===== src/hw/pcn_pkg.sv =====
// constants, encodings and the state type for the power-config command block
// ----------------------------------------------------------------------------
// Behaviour
// - code 02 reads and writes the on/off source configuration byte
// - on/off byte: bits 4..1 writable; bits 7..5 and 0 read-only
// - code 03 clears all set fault bits and releases the alert line
// - code 10 is the lock byte: bits 7..5 writable, zero after reset
// - lock bit 5 set: only lock, operation and on/off writes pass
// - lock bit 6 set: only lock and operation writes pass
// - lock bit 7 set: only writes to the lock byte pass
// - code 11 copies all settings to memory, taking about 50 ms
// - code 12 reloads all settings from non-volatile memory
// - code 13 data byte names one register to copy into memory
// - code 01 operation byte, still writable under lock bits 5 and 6
// ----------------------------------------------------------------------------
package pcn_pkg;
   // ----------------------------------------------------------------
   // command codes
   // ----------------------------------------------------------------
   localparam logic [7:0] CMD_OPERATION = 8'h01;
   localparam logic [7:0] CMD_ON_OFF = 8'h02;
   localparam logic [7:0] CMD_CLEAR_FAULTS = 8'h03;
   localparam logic [7:0] CMD_WRITE_LOCK = 8'h10;
   localparam logic [7:0] CMD_STORE_ALL = 8'h11;
   localparam logic [7:0] CMD_RESTORE_ALL = 8'h12;
   localparam logic [7:0] CMD_STORE_ONE = 8'h13;
   // ----------------------------------------------------------------
   // field layouts and reset values
   // ----------------------------------------------------------------
   localparam logic [7:0] OP_WR_MASK = 8'hBC;
   localparam logic [7:0] ON_OFF_WR_MASK = 8'h1E;
   localparam logic [7:0] LOCK_WR_MASK = 8'hE0;
   localparam int LOCK_EXCEPT_POWER_CFG = 5;
   localparam int LOCK_OP_ONLY = 6;
   localparam int LOCK_ALL_BUT_PROTECT = 7;
   localparam logic [7:0] OP_RST = 8'h00;
   localparam logic [7:0] ON_OFF_RST = 8'h00;
   localparam logic [7:0] LOCK_RST = 8'h00;
   localparam logic [7:0] FAULT_RST = 8'h00;
   // ----------------------------------------------------------------
   // memory image slots
   // ----------------------------------------------------------------
   localparam int NV_SLOTS = 3;
   localparam int SLOT_OP = 0;
   localparam int SLOT_ON_OFF = 1;
   localparam int SLOT_LOCK = 2;
   // ----------------------------------------------------------------
   // timing
   // ----------------------------------------------------------------
   localparam int CLK_HZ = 50_000_000;
   localparam int STORE_TIME_MS = 50;
   localparam int STORE_CYCLES = (CLK_HZ / 1000) * STORE_TIME_MS;
   // store sequencer states
   typedef enum logic [1:0] {
      NV_IDLE = 2'b01,
      NV_BUSY = 2'b10
   } pcn_nv_state_t;
endpackage : pcn_pkg


===== src/hw/pcn_nvm.sv =====
// flip-flop image of the non-volatile settings with a timed store sequencer
`timescale 1ns/1ns
module pcn_nvm import pcn_pkg::*; #(
   parameter int STORE_CYC = STORE_CYCLES
) (
   // clock and reset
   input wire logic clk_i,
   input wire logic rst_n_i,
   // store request, one bit per slot
   input wire logic store_i,
   input wire logic [NV_SLOTS-1:0] store_sel_i,
   input wire logic [7:0] live_i [NV_SLOTS],
   // image and status
   output logic [7:0] image_o [NV_SLOTS],
   output logic busy_o
);
   localparam int CW = $clog2(STORE_CYC + 1);

   // elaboration check: a zero-length store would still raise busy and wrap the count below zero
   if (STORE_CYC < 1) begin : g_bad_store_cyc
      $error("pcn_nvm: STORE_CYC must be at least 1");
   end

   pcn_nv_state_t state, next_state;
   logic [CW-1:0] cnt, next_cnt;
   logic take;

   // ----------------------------------------------------------------
   // sequencer: snapshot taken at the start, busy for the store time
   // ----------------------------------------------------------------
   always_comb begin
      next_state = state;
      next_cnt = cnt;
      take = 1'b0;
      case (state)
         NV_IDLE: begin
            if (store_i) begin
               take = 1'b1;
               next_cnt = CW'(STORE_CYC - 1);
               next_state = NV_BUSY;
            end
         end
         NV_BUSY: begin
            if (cnt == '0) next_state = NV_IDLE;
            else next_cnt = cnt - 1'b1;
         end
         default: next_state = NV_IDLE;
      endcase
   end

   always_ff @(posedge clk_i) begin
      if (!rst_n_i) begin
         state <= NV_IDLE;
         cnt <= '0;
      end else begin
         state <= next_state;
         cnt <= next_cnt;
      end
   end

   assign busy_o = (state == NV_BUSY);

   // one slot per entry; a request while busy is dropped by the caller
   for (genvar g = 0; g < NV_SLOTS; g++) begin : g_slot
      logic [7:0] next_img;
      always_comb begin
         next_img = image_o[g];
         if (take && store_sel_i[g]) next_img = live_i[g];
      end
      always_ff @(posedge clk_i) begin
         if (!rst_n_i) image_o[g] <= 8'h00;
         else image_o[g] <= next_img;
      end
   end
endmodule : pcn_nvm


===== src/hw/pcn_cfg_protect.sv =====
// command interpreter for on/off config, fault clear, write lock and settings store
`timescale 1ns/1ns
module pcn_cfg_protect import pcn_pkg::*; #(
   parameter int STORE_CYC = STORE_CYCLES
) (
   // clock and reset
   input wire logic clk_i,
   input wire logic rst_n_i,
   // decoded bus command
   input wire logic cmd_valid_i,
   input wire logic cmd_write_i,
   input wire logic [7:0] cmd_code_i,
   input wire logic [7:0] cmd_data_i,
   // command answer
   output logic rsp_valid_o,
   output logic rsp_refused_o,
   output logic [7:0] rsp_data_o,
   output logic nvm_busy_o,
   // fault events from the power stage
   input wire logic [7:0] fault_event_i,
   // settings and status
   output logic [7:0] operation_o,
   output logic [7:0] on_off_cfg_o,
   output logic [7:0] write_lock_o,
   output logic [7:0] fault_status_o,
   // open-drain alert, oe low while pulling low
   output logic smbalert_o,
   output logic smbalert_oe_n_o
);
   logic [7:0] operation, on_off_source_config, bus_write_lock, fault_status;
   logic [7:0] next_operation, next_on_off, next_lock, next_fault;
   logic rsp_valid, rsp_refused;
   logic [7:0] rsp_data;
   logic next_rsp_valid, next_rsp_refused;
   logic [7:0] next_rsp_data;
   logic wr, permitted, nv_cmd, accept, restore_all;
   logic store_req;
   logic [NV_SLOTS-1:0] store_sel;
   logic [7:0] live [NV_SLOTS];
   logic [7:0] image [NV_SLOTS];

   // elaboration check: the busy check below needs a store of two cycles or more
   if (STORE_CYC < 2) begin : g_bad_store_cyc
      $error("pcn_cfg_protect: STORE_CYC must be at least 2");
   end

   // ----------------------------------------------------------------
   // write lock decode
   // ----------------------------------------------------------------
   // the lock bits are checked independently, so a host that breaks the
   // one-bit-only convention still gets the strictest of its settings
   always_comb begin
      wr = cmd_valid_i && cmd_write_i;
      permitted = 1'b1;
      if (bus_write_lock[LOCK_ALL_BUT_PROTECT] && cmd_code_i != CMD_WRITE_LOCK)
         permitted = 1'b0;
      if (bus_write_lock[LOCK_OP_ONLY] && cmd_code_i != CMD_WRITE_LOCK && cmd_code_i != CMD_OPERATION)
         permitted = 1'b0;
      if (bus_write_lock[LOCK_EXCEPT_POWER_CFG] && cmd_code_i != CMD_WRITE_LOCK
          && cmd_code_i != CMD_OPERATION && cmd_code_i != CMD_ON_OFF)
         permitted = 1'b0;
      nv_cmd = (cmd_code_i == CMD_STORE_ALL) || (cmd_code_i == CMD_RESTORE_ALL)
               || (cmd_code_i == CMD_STORE_ONE);
      // memory commands are refused while a store is running
      accept = wr && permitted && !(nv_cmd && nvm_busy_o);
      restore_all = accept && cmd_code_i == CMD_RESTORE_ALL;
   end

   // ----------------------------------------------------------------
   // store requests
   // ----------------------------------------------------------------
   always_comb begin
      store_req = 1'b0;
      store_sel = '0;
      if (accept && cmd_code_i == CMD_STORE_ALL) begin
         store_req = 1'b1;
         store_sel = '1;
      end else if (accept && cmd_code_i == CMD_STORE_ONE) begin
         // unknown codes in the data byte store nothing
         case (cmd_data_i)
            CMD_OPERATION: store_sel[SLOT_OP] = 1'b1;
            CMD_ON_OFF: store_sel[SLOT_ON_OFF] = 1'b1;
            CMD_WRITE_LOCK: store_sel[SLOT_LOCK] = 1'b1;
            default: store_sel = '0;
         endcase
         store_req = |store_sel;
      end
   end

   assign live[SLOT_OP] = operation;
   assign live[SLOT_ON_OFF] = on_off_source_config;
   assign live[SLOT_LOCK] = bus_write_lock;

   pcn_nvm #(.STORE_CYC(STORE_CYC)) u_nvm (
      .clk_i(clk_i),
      .rst_n_i(rst_n_i),
      .store_i(store_req),
      .store_sel_i(store_sel),
      .live_i(live),
      .image_o(image),
      .busy_o(nvm_busy_o)
   );

   // ----------------------------------------------------------------
   // settings and fault registers
   // ----------------------------------------------------------------
   always_comb begin
      next_operation = operation;
      next_on_off = on_off_source_config;
      next_lock = bus_write_lock;
      if (restore_all) begin
         next_operation = image[SLOT_OP] & OP_WR_MASK;
         next_on_off = image[SLOT_ON_OFF] & ON_OFF_WR_MASK;
         next_lock = image[SLOT_LOCK] & LOCK_WR_MASK;
      end else if (accept) begin
         case (cmd_code_i)
            CMD_OPERATION: next_operation = cmd_data_i & OP_WR_MASK;
            CMD_ON_OFF: next_on_off = cmd_data_i & ON_OFF_WR_MASK;
            CMD_WRITE_LOCK: next_lock = cmd_data_i & LOCK_WR_MASK;
            default: next_lock = bus_write_lock;
         endcase
      end
      // a fault arriving with the clear still sets its bit
      next_fault = fault_status | fault_event_i;
      if (accept && cmd_code_i == CMD_CLEAR_FAULTS)
         next_fault = fault_event_i;
   end

   always_ff @(posedge clk_i) begin
      if (!rst_n_i) begin
         operation <= OP_RST;
         on_off_source_config <= ON_OFF_RST;
         bus_write_lock <= LOCK_RST;
         fault_status <= FAULT_RST;
      end else begin
         operation <= next_operation;
         on_off_source_config <= next_on_off;
         bus_write_lock <= next_lock;
         fault_status <= next_fault;
      end
   end

   // ----------------------------------------------------------------
   // command answer: one cycle after each command
   // ----------------------------------------------------------------
   always_comb begin
      next_rsp_valid = cmd_valid_i;
      next_rsp_refused = wr && !accept;
      next_rsp_data = 8'h00;
      if (cmd_valid_i && !cmd_write_i) begin
         case (cmd_code_i)
            CMD_OPERATION: next_rsp_data = operation;
            CMD_ON_OFF: next_rsp_data = on_off_source_config;
            CMD_WRITE_LOCK: next_rsp_data = bus_write_lock;
            default: next_rsp_data = 8'h00;
         endcase
      end
   end

   always_ff @(posedge clk_i) begin
      if (!rst_n_i) begin
         rsp_valid <= 1'b0;
         rsp_refused <= 1'b0;
         rsp_data <= 8'h00;
      end else begin
         rsp_valid <= next_rsp_valid;
         rsp_refused <= next_rsp_refused;
         rsp_data <= next_rsp_data;
      end
   end

   // ----------------------------------------------------------------
   // outputs
   // ----------------------------------------------------------------
   assign rsp_valid_o = rsp_valid;
   assign rsp_refused_o = rsp_refused;
   assign rsp_data_o = rsp_data;
   assign operation_o = operation;
   assign on_off_cfg_o = on_off_source_config;
   assign write_lock_o = bus_write_lock;
   assign fault_status_o = fault_status;
   assign smbalert_o = 1'b0;
   assign smbalert_oe_n_o = ~|fault_status;
endmodule : pcn_cfg_protect


===== config.mk =====
export PLATFORM = sky130hd
export DESIGN_NAME = pcn_cfg_protect
export DESIGN_NICKNAME = d
export VERILOG_FILES = /design/src/hw/pcn_pkg.sv /design/src/hw/pcn_nvm.sv /design/src/hw/pcn_cfg_protect.sv
export SDC_FILE = /design/constraint.sdc
export NUM_CORES = 1
export LEC_CHECK = 0
export ABC_CLOCK_PERIOD_IN_PS = 2300
export BUFFER_PORTS_ARGS = -buffer_cell sky130_fd_sc_hd__buf_4
export CAP_MARGIN = 20
export CORE_MARGIN = 1.5
export CORE_UTILIZATION = 30
export CTS_BUF_LIST = sky130_fd_sc_hd__clkbuf_8
export CTS_CLUSTER_DIAMETER = 120
export DETAILED_ROUTE_END_ITERATION = 6
export HOLD_SLACK_MARGIN = 0.03
export MAX_ROUTING_LAYER = met4
export SLEW_MARGIN = 15
export SYNTH_ARGS = -nofsm -noshare
export SYNTH_HDL_FRONTEND = slang
export SYNTH_SLANG_ARGS = --single-unit

===== constraint.sdc =====
create_clock -name clk_i -period 2.3 [get_ports clk_i]
set_input_delay 0.115 -clock clk_i [delete_from_list [all_inputs] [get_ports clk_i]]
set_output_delay 0.115 -clock clk_i [all_outputs]
set_load 0.02 [all_outputs]

==> results.txt, run 1 <==
----------------------------------------------------
[Synth]
  Number of synthesized flops with an enable pin ... 0
  #FFs+latches synth ... 65
  Count of unique library cells instantiated by Yosys ... 67
  Fraction of the yosys area taken by sequential cells ... 38.2%
  Top flip-flop cell by instance count after synthesis ... dfxtp_1
  Gate count of the mapped netlist ... 403
  Fraction of registers with async set/reset ... 0%
  Cell area after technology mapping ... between 3000 and 4000 µm²
  Synth Area per Inst ... 8.45 µm²
  Count of yosys warnings during synthesis ... 0

[Pwr]
  Areal power density over the cells ... 543 nW/µm²
  Maximum vdd ir drop ... 0.000232 V
  Lkg Pwr ... about 2.1 nW

[Cells and area]
  Proportion of layout cells with a drive suffix above 1 ... 28.2%
  Final layout net count ... roughly 540
  Total non-filler cell area in the finished layout ... approximately 4700 µm²
  Highest-count cells in the layout ignoring fill and taps ... 106 x buf_4, 65 x dfxtp_1, 42 x nor2_1
  Area overhead of the layout relative to synthesis ... 36.6%
  Most frequent standard cell in the layout excluding fill and tap cells ... buf_4
  Diode count ... 0

[Critical path]
  Worst-case reg-to-reg path depth ... 7
  Type of the worst setup path ... reg -> reg
  Endpoint of the worst-slack reg-to-reg timing path ... u_nvm.cnt[7]
  CP Cell Sequence ... or4_4 -> or4b_4 -> buf_6 -> o211ai_1 -> nand2_1 -> a31oi_1 -> a311oi_1
  Data arrival time of the critical path ... 2.52 ns
  CP Launch Type ... register
  Slowest cell on crit path ... or4_4
  CP Max Fanout ... 7
  FF-to-FF setup slack ... 0.004 ns
  CP Capture Type ... register
  R2R Path Start ... u_nvm.cnt[13]
  Launch point of the critical path ... u_nvm.cnt[13]
  Delay of the slowest cell on the worst path ... between 0.5 and 0.6 ns
  Required time worst endpoint ... 2.52 ns

[Placed design]
  Dpl cell area ... 4260 µm²
  GP Congestion ... just under 0.9
  Buffers added on ports ... between 50 and 60
  Sum of net half-perimeters after detailed placement ... 7210 µm

[Route]
  Via density per instance ... 5.34
  Total via count after detailed routing ... between 3,000 and 4,000
  Remaining antenna violation count after routing ... 0
  Residual DRC ... 0
  Detailed Route Iter0 Violations ... 335
  Detailed Routing Iterations Pass 1 ... 5
  Wire length per cell ... 15.4 µm
  Post-detailed-routing wire length ... 10,100 µm

[Timing]
  Slew headroom ... 49.2%
  Clock skew after layout ... approximately 0.015 ns
  Transition time at the pin with the least slew margin ... 0.758 ns
  Final max-slew violation count ... 0
  Achievable frequency ... 435 MHz
  Unrepaired setup endpoints after global routing ... yes
  Ratio of final minimum period to clock period ... 99.8%
  Setup violations, final ... 0
  Final worst path period need ... 2.30 ns
  Min Hold Slack ... 0.0471 ns
  Hold violation total from the final report ... 0

[Run status]
  Outcome ... complete, no violations

[Clock network]
  Worst skew pair latency ... 0.36 ns
  Inserted Clock Buffers ... 9
  Depth of the CTS H-tree ... 3
  Buffers inserted by post-CTS timing repair ... 0
  TritonCTS clock tree ... built
  Clock tree root driver cell ... clkbuf_8
  Number of clock sinks ... 65
  Longest Clk Path Bufs ... 2
  Clock slew seen by the registers of the worst setup and hold paths ... 0.09 ns

[Global route]
  Met3 global-route usage ... 4.56%
  Global router's overall resource usage ... about 18%
  GR Util met2 ... 28.7%
  Grt ovf ... 0
  Wire length of the first global-routing pass ... 16,000 µm
  Maximum number of pins on one net before global-route repair ... 40
  GRT met1 Usage ... about a fifth
  Number of global-route vias before repair ... 3,321
  Antenna violations before repair ... 0
  Most heavily used metal layer in global routing ... met2

[Die]
  Width of the chip ... 110 µm
  Die Y-Extent ... 110 µm
  Starting Density ... 31.1%
  Area enclosed by the die boundary ... between 10,000 and 15,000 µm²
  I/O pin count ... 73
  CORE AREA ... 10,900 µm²
  Number of placement rows ... 38

[Worst hold path]
  Worst Hold Depth ... 3
  Origin of the worst min-delay path ... cmd_data_i[3]
  Hold crit path type ... in -> reg
  Endpoint of the worst hold-timing path ... on_off_cfg_o[3]

[Flow run]
  Count of maximum capacitance violations ... 0

----------------------------------------------------
[sequential cells by signal (all words and copies together), names as in the netlist]
signal	cells
u_nvm.state	2
on_off_cfg_o	4
operation_o	5
rsp_data_o	7
fault_status_o	8
rsp_valid_o	1
u_nvm.image_o	12
write_lock_o	3
rsp_refused_o	1
u_nvm.cnt	22
[cell usage after synthesis (7+ instances only)]
cell	n	area (µm²)
nand2_1	33	124
inv_1	19	71.3
dfxtp_1	65	1300
buf_4	15	113
nor3_1	7	35.0
a31oi_1	20	125
mux2i_1	17	170
nor2_1	42	158
clkbuf_1	14	52.6
o21ai_0	27	135
a21oi_1	17	85.1
nand3_1	8	40.0
[critical path: cells and delay by family (launching register included)]
family	cells	cell delay [ns]
AND/OR/NAND/NOR	3	1.16
AO/OA/AOI/OAI	3	0.54
flip-flops	1	0.32
buffers and inverters	1	0.16
[layer usage]
| metal | vias up | wire, µm |
|---|---|---|
| li1 | 1690 | - |
| met1 | 1677 | 4620 |
| met2 | 124 | 4770 |
| met3 | 17 | 574 |
| met4 | 0 | 147 |
| met5 | - | 0 |
[how the worst max path moves through the flow]
stage                               end  slack [ns]
after global placement    u_nvm.cnt[16]       -0.08
after CTS                 u_nvm.cnt[13]      -0.005
after floorplan           u_nvm.cnt[14]        0.02
after global routing       u_nvm.cnt[7]       -0.07
after detailed placement  u_nvm.cnt[16]       -0.07
final                      u_nvm.cnt[7]       0.004
[power breakdown]
part / leakage, nW / internal, mW / switching, mW
logic: 1.42 / 0.105 / 0.144
clock network: 0.115 / 0.622 / 0.508
registers: 0.526 / 1.14 / 0.00922
total: 2.06 / 1.86 / 0.661
[area by class of cell]
cell class | count | area [µm²]
multi-input cells | 300 | 1970
repair buffers | 117 | 908
well taps | 140 | 175
inverters | 19 | 71.3
clock inverters | 7 | 100
flip-flops and latches | 65 | 1300
clock buffers | 9 | 124
fillers | 1095 | 6280
[through the flow]
step	TNS [ns]	instances	worst slack [ns]	utilization, %	power [mW]
floorplan	0	416	0.0196	-	1.31
global placement	-0.0808	632	-0.0808	39.0	1.40
finish	0	657	0.00365	42.5	2.53
global route	-0.236	657	-0.0699	42.5	2.63
CTS	-0.00924	657	-0.00503	41.9	2.56
detailed placement	-0.0710	632	-0.0710	39.0	1.40
[kinds of logic after synthesis]
family                     synth area share (%)
and+or+nand+nor                            23.2
AOI/OAI and AO/OA                          24.7
DFF                                        38.2
buffers and inverters                      7.38
muxes                                      5.00
adders and majority gates                  1.10
other                                     0.110
xor gates and xnor gates                  0.257
[repair_timing]
item / CTS / global route
pin swaps: 0 / 4
endpoints found under the hold margin: 9 / 0
setup endpoints to repair: 5 / 21
hold buffers: 9 / 0
gates resized for setup: 2 / 13
Note: power is estimated with default switching activity, not from simulation.
==> run 2: changes to the inputs <==
--- a/config.mk
+++ b/config.mk
@@ -6,15 +6,16 @@
 export NUM_CORES = 1
 export LEC_CHECK = 0
 export ABC_CLOCK_PERIOD_IN_PS = 2300
-export BUFFER_PORTS_ARGS = -buffer_cell sky130_fd_sc_hd__buf_4
 export CAP_MARGIN = 20
 export CORE_MARGIN = 1.5
 export CORE_UTILIZATION = 30
 export CTS_BUF_LIST = sky130_fd_sc_hd__clkbuf_8
-export CTS_CLUSTER_DIAMETER = 120
+export CTS_CLUSTER_DIAMETER = 100
 export DETAILED_ROUTE_END_ITERATION = 6
+export DONT_BUFFER_PORTS = 1
 export HOLD_SLACK_MARGIN = 0.03
 export MAX_ROUTING_LAYER = met4
+export SETUP_SLACK_MARGIN = 0.2
 export SLEW_MARGIN = 15
 export SYNTH_ARGS = -nofsm -noshare
 export SYNTH_HDL_FRONTEND = slang
==> run 2 against run 1 <==
  * Clock skew about the same
  * Design area shrank 6.3%
  * Maximum frequency increased by 1.3%
  * Clock power shrank 9.7%
  * Combinational power decreased by 24%
  * Register-to-register slack improved by 0.03 ns
  * Critical path depth did not move
  * Power is 6.3% lower
  * Global-route usage shrank 0.29 points
  * Critical path type unchanged
  * Critical endpoint unchanged
==> results.txt, run 2 (same netlist as run 1, synthesis figures left out) <==
----------------------------------------------------
[Run status]
  Outcome ... complete, no violations

[Clock network]
  TritonCTS clock tree ... built
  Inserted Clock Buffers ... 9
  Worst skew pair latency ... 0.35 ns
  Depth of the CTS H-tree ... 3
  Number of clock sinks ... 65
  Clock slew seen by the registers of the worst setup and hold paths ... ~0.080 ns
  Clock tree root driver cell ... clkbuf_8
  Longest Clk Path Bufs ... 2

[Global route]
  Antenna violations before repair ... 0
  Wire length of the first global-routing pass ... 15,700 µm
  Most heavily used metal layer in global routing ... met2
  Met3 global-route usage ... 5.28%
  Maximum number of pins on one net before global-route repair ... 36
  Grt ovf ... 0
  Global router's overall resource usage ... between 10% and 20%
  Number of global-route vias before repair ... 3,151
  GRT met1 Usage ... a little over a fifth
  GR Util met2 ... 28.2%

[Critical path]
  Data arrival time of the critical path ... between 2 and 2.5 ns
  CP Max Fanout ... 6
  CP Cell Sequence ... or4_4 -> or4b_1 -> buf_6 -> o211ai_1 -> nand2_1 -> a31oi_1 -> a311oi_1
  Delay of the slowest cell on the worst path ... 0.52 ns
  Slowest cell on crit path ... or4_4
  CP Capture Type ... register
  CP Launch Type ... register
  Type of the worst setup path ... reg -> reg
  Required time worst endpoint ... 2.50 ns

[Die]
  CORE AREA ... 10,900 µm²
  Number of placement rows ... 38
  I/O pin count ... 73
  Die Y-Extent ... 110 µm
  Area enclosed by the die boundary ... about 12,000 µm²
  Starting Density ... 31.1%
  Width of the chip ... 110 µm

[Cells and area]
  Register containing the most flip-flops in the final layout ... u_nvm.cnt
  Area overhead of the layout relative to synthesis ... 28.0%
  Count of filler cells inserted in the layout ... 1,096
  Highest-count cells in the layout ignoring fill and taps ... 62 x dfxtp_1, 42 x nor2_1, 37 x buf_4
  Area of the multi-input gates ... 2040 µm²
  Most frequent standard cell in the layout excluding fill and tap cells ... dfxtp_1
  Proportion of layout cells with a drive suffix above 1 ... about 22%
  Final layout net count ... 489
  Sequential cell area ... 1310 µm²
  Diode count ... 0
  Largest register FFs ... 22

[Timing]
  Transition time at the pin with the least slew margin ... just under 0.6 ns
  Clock skew after layout ... 0.0150 ns
  Setup slack after layout ... 0.0329 ns
  Final worst path period need ... roughly 2.3 ns
  Setup violations, final ... 0
  Min Hold Slack ... approximately 0.051 ns
  Ratio of final minimum period to clock period ... 98.6%
  Unrepaired setup endpoints after global routing ... yes
  Slew headroom ... 60.7%
  Achievable frequency ... approximately 440 MHz
  Final max-slew violation count ... 0
  Hold violation total from the final report ... 0

[Pwr]
  Share of power burned in registers ... 49.1%
  Switching part of the total power ... 27.0%
  Areal power density over the cells ... 543 nW/µm²
  Power dissipated by switching net loads ... approximately 0.64 mW
  Share of total power in the clock network ... 42.9%
  Lkg Pwr ... approximately 1.8 nW
  Share of power burned in combinational logic ... 8.0%
  Maximum vdd ir drop ... roughly 0.00039 V
  Internal power consumption ... 1.73 mW

[Route]
  Remaining antenna violation count after routing ... 0
  Via density per instance ... approximately 5.5
  Residual DRC ... 0
  Total via count after detailed routing ... roughly 3,300
  Detailed Routing Iterations Pass 1 ... 5
  Detailed Route Iter0 Violations ... ~310
  Wire length per cell ... 16.7 µm
  Post-detailed-routing wire length ... 10,000 µm

[Worst hold path]
  Hold crit path type ... in -> reg

[Placed design]
  GP Congestion ... 0.883
  Worst-case setup slack after placement ... -0.0170 ns
  Sum of net half-perimeters after detailed placement ... slightly below 7000 µm
  Buffers added on ports ... 0

[Flow run]
  Count of maximum capacitance violations ... 0

----------------------------------------------------
-- run 2: cell types whose count changed in the layout (fill, tap and decap cells not counted), moves of 5 or more --
cell / previous run / this run
o21ai_0: 27 / 22
buf_6: 2 / 8
dlygate4sd3_1: 9 / 16
buf_4: 106 / 37
-- run 2: stage by stage --
stage,cell area (µm²),cells,util (%),setup TNS [ns],total power [mW]
2_1_floorplan,3520,416,-,0,1.31
3_3_place_gp,3770,559,34.5,0,1.32
3_5_place_dp,3770,559,34.5,-0.0170,1.32
4_1_cts,4280,602,39.2,0,2.38
5_1_grt,4360,603,39.9,-0.202,2.45
6_report,4360,603,39.9,0,2.37
-- run 2: timing repair --
item / in CTS / in global routing
hold endpoints to repair: 39 / 0
setup endpoints to repair: 19 / 24
pin swaps: 16 / 10
buffers inserted: 10 / 1
gates resized for setup: 18 / 17
hold buffers: 17 / 0
-- run 2: worst paths after layout --
kind                    start               to  slack [ns]  cells after the start
max             u_nvm.cnt[16]     u_nvm.cnt[7]        0.03                      7
min             cmd_code_i[1]    rsp_data_o[6]        0.05                      2
max reg2reg     u_nvm.cnt[16]     u_nvm.cnt[7]        0.03                      7
min reg2reg  u_nvm.image_o[5]  write_lock_o[5]        0.46                      2
-- run 2: critical path, delay by kind of cell (launching register included) --
kind / cells / cell delay (ns)
flip-flops: 1 / 0.32
AO/OA/AOI/OAI: 3 / 0.54
buffers and inverters: 1 / 0.16
AND/OR/NAND/NOR: 3 / 1.10
-- run 2: per-layer routing --
metal  vias up  part of all wire (%)
met1      1600                    43
met5         -                     0
met4         0                   1.4
met3        14                   7.4
li1       1581                     -
met2       131                    48
-- run 2: area by class of cell --
class	instances	share of cell area (%)
Timing Repair Buffer	63	13.0
Clock buffer	9	2.84
Inverter	19	1.64
Multi-Input combinational cell	300	46.8
Tap cell	140	4.02
Clock inverter	7	1.78
Sequential cell	65	29.9
-- run 2: power by group through the flow --
stage	Clock (mW)	Sequential [mW]	Combinational [mW]
after floorplan	0	1.19	0.127
final	1.02	1.16	0.189
after detailed placement	0	1.19	0.131
after global placement	0	1.19	0.128
after global routing	1.08	1.16	0.204
after CTS	1.04	1.16	0.182
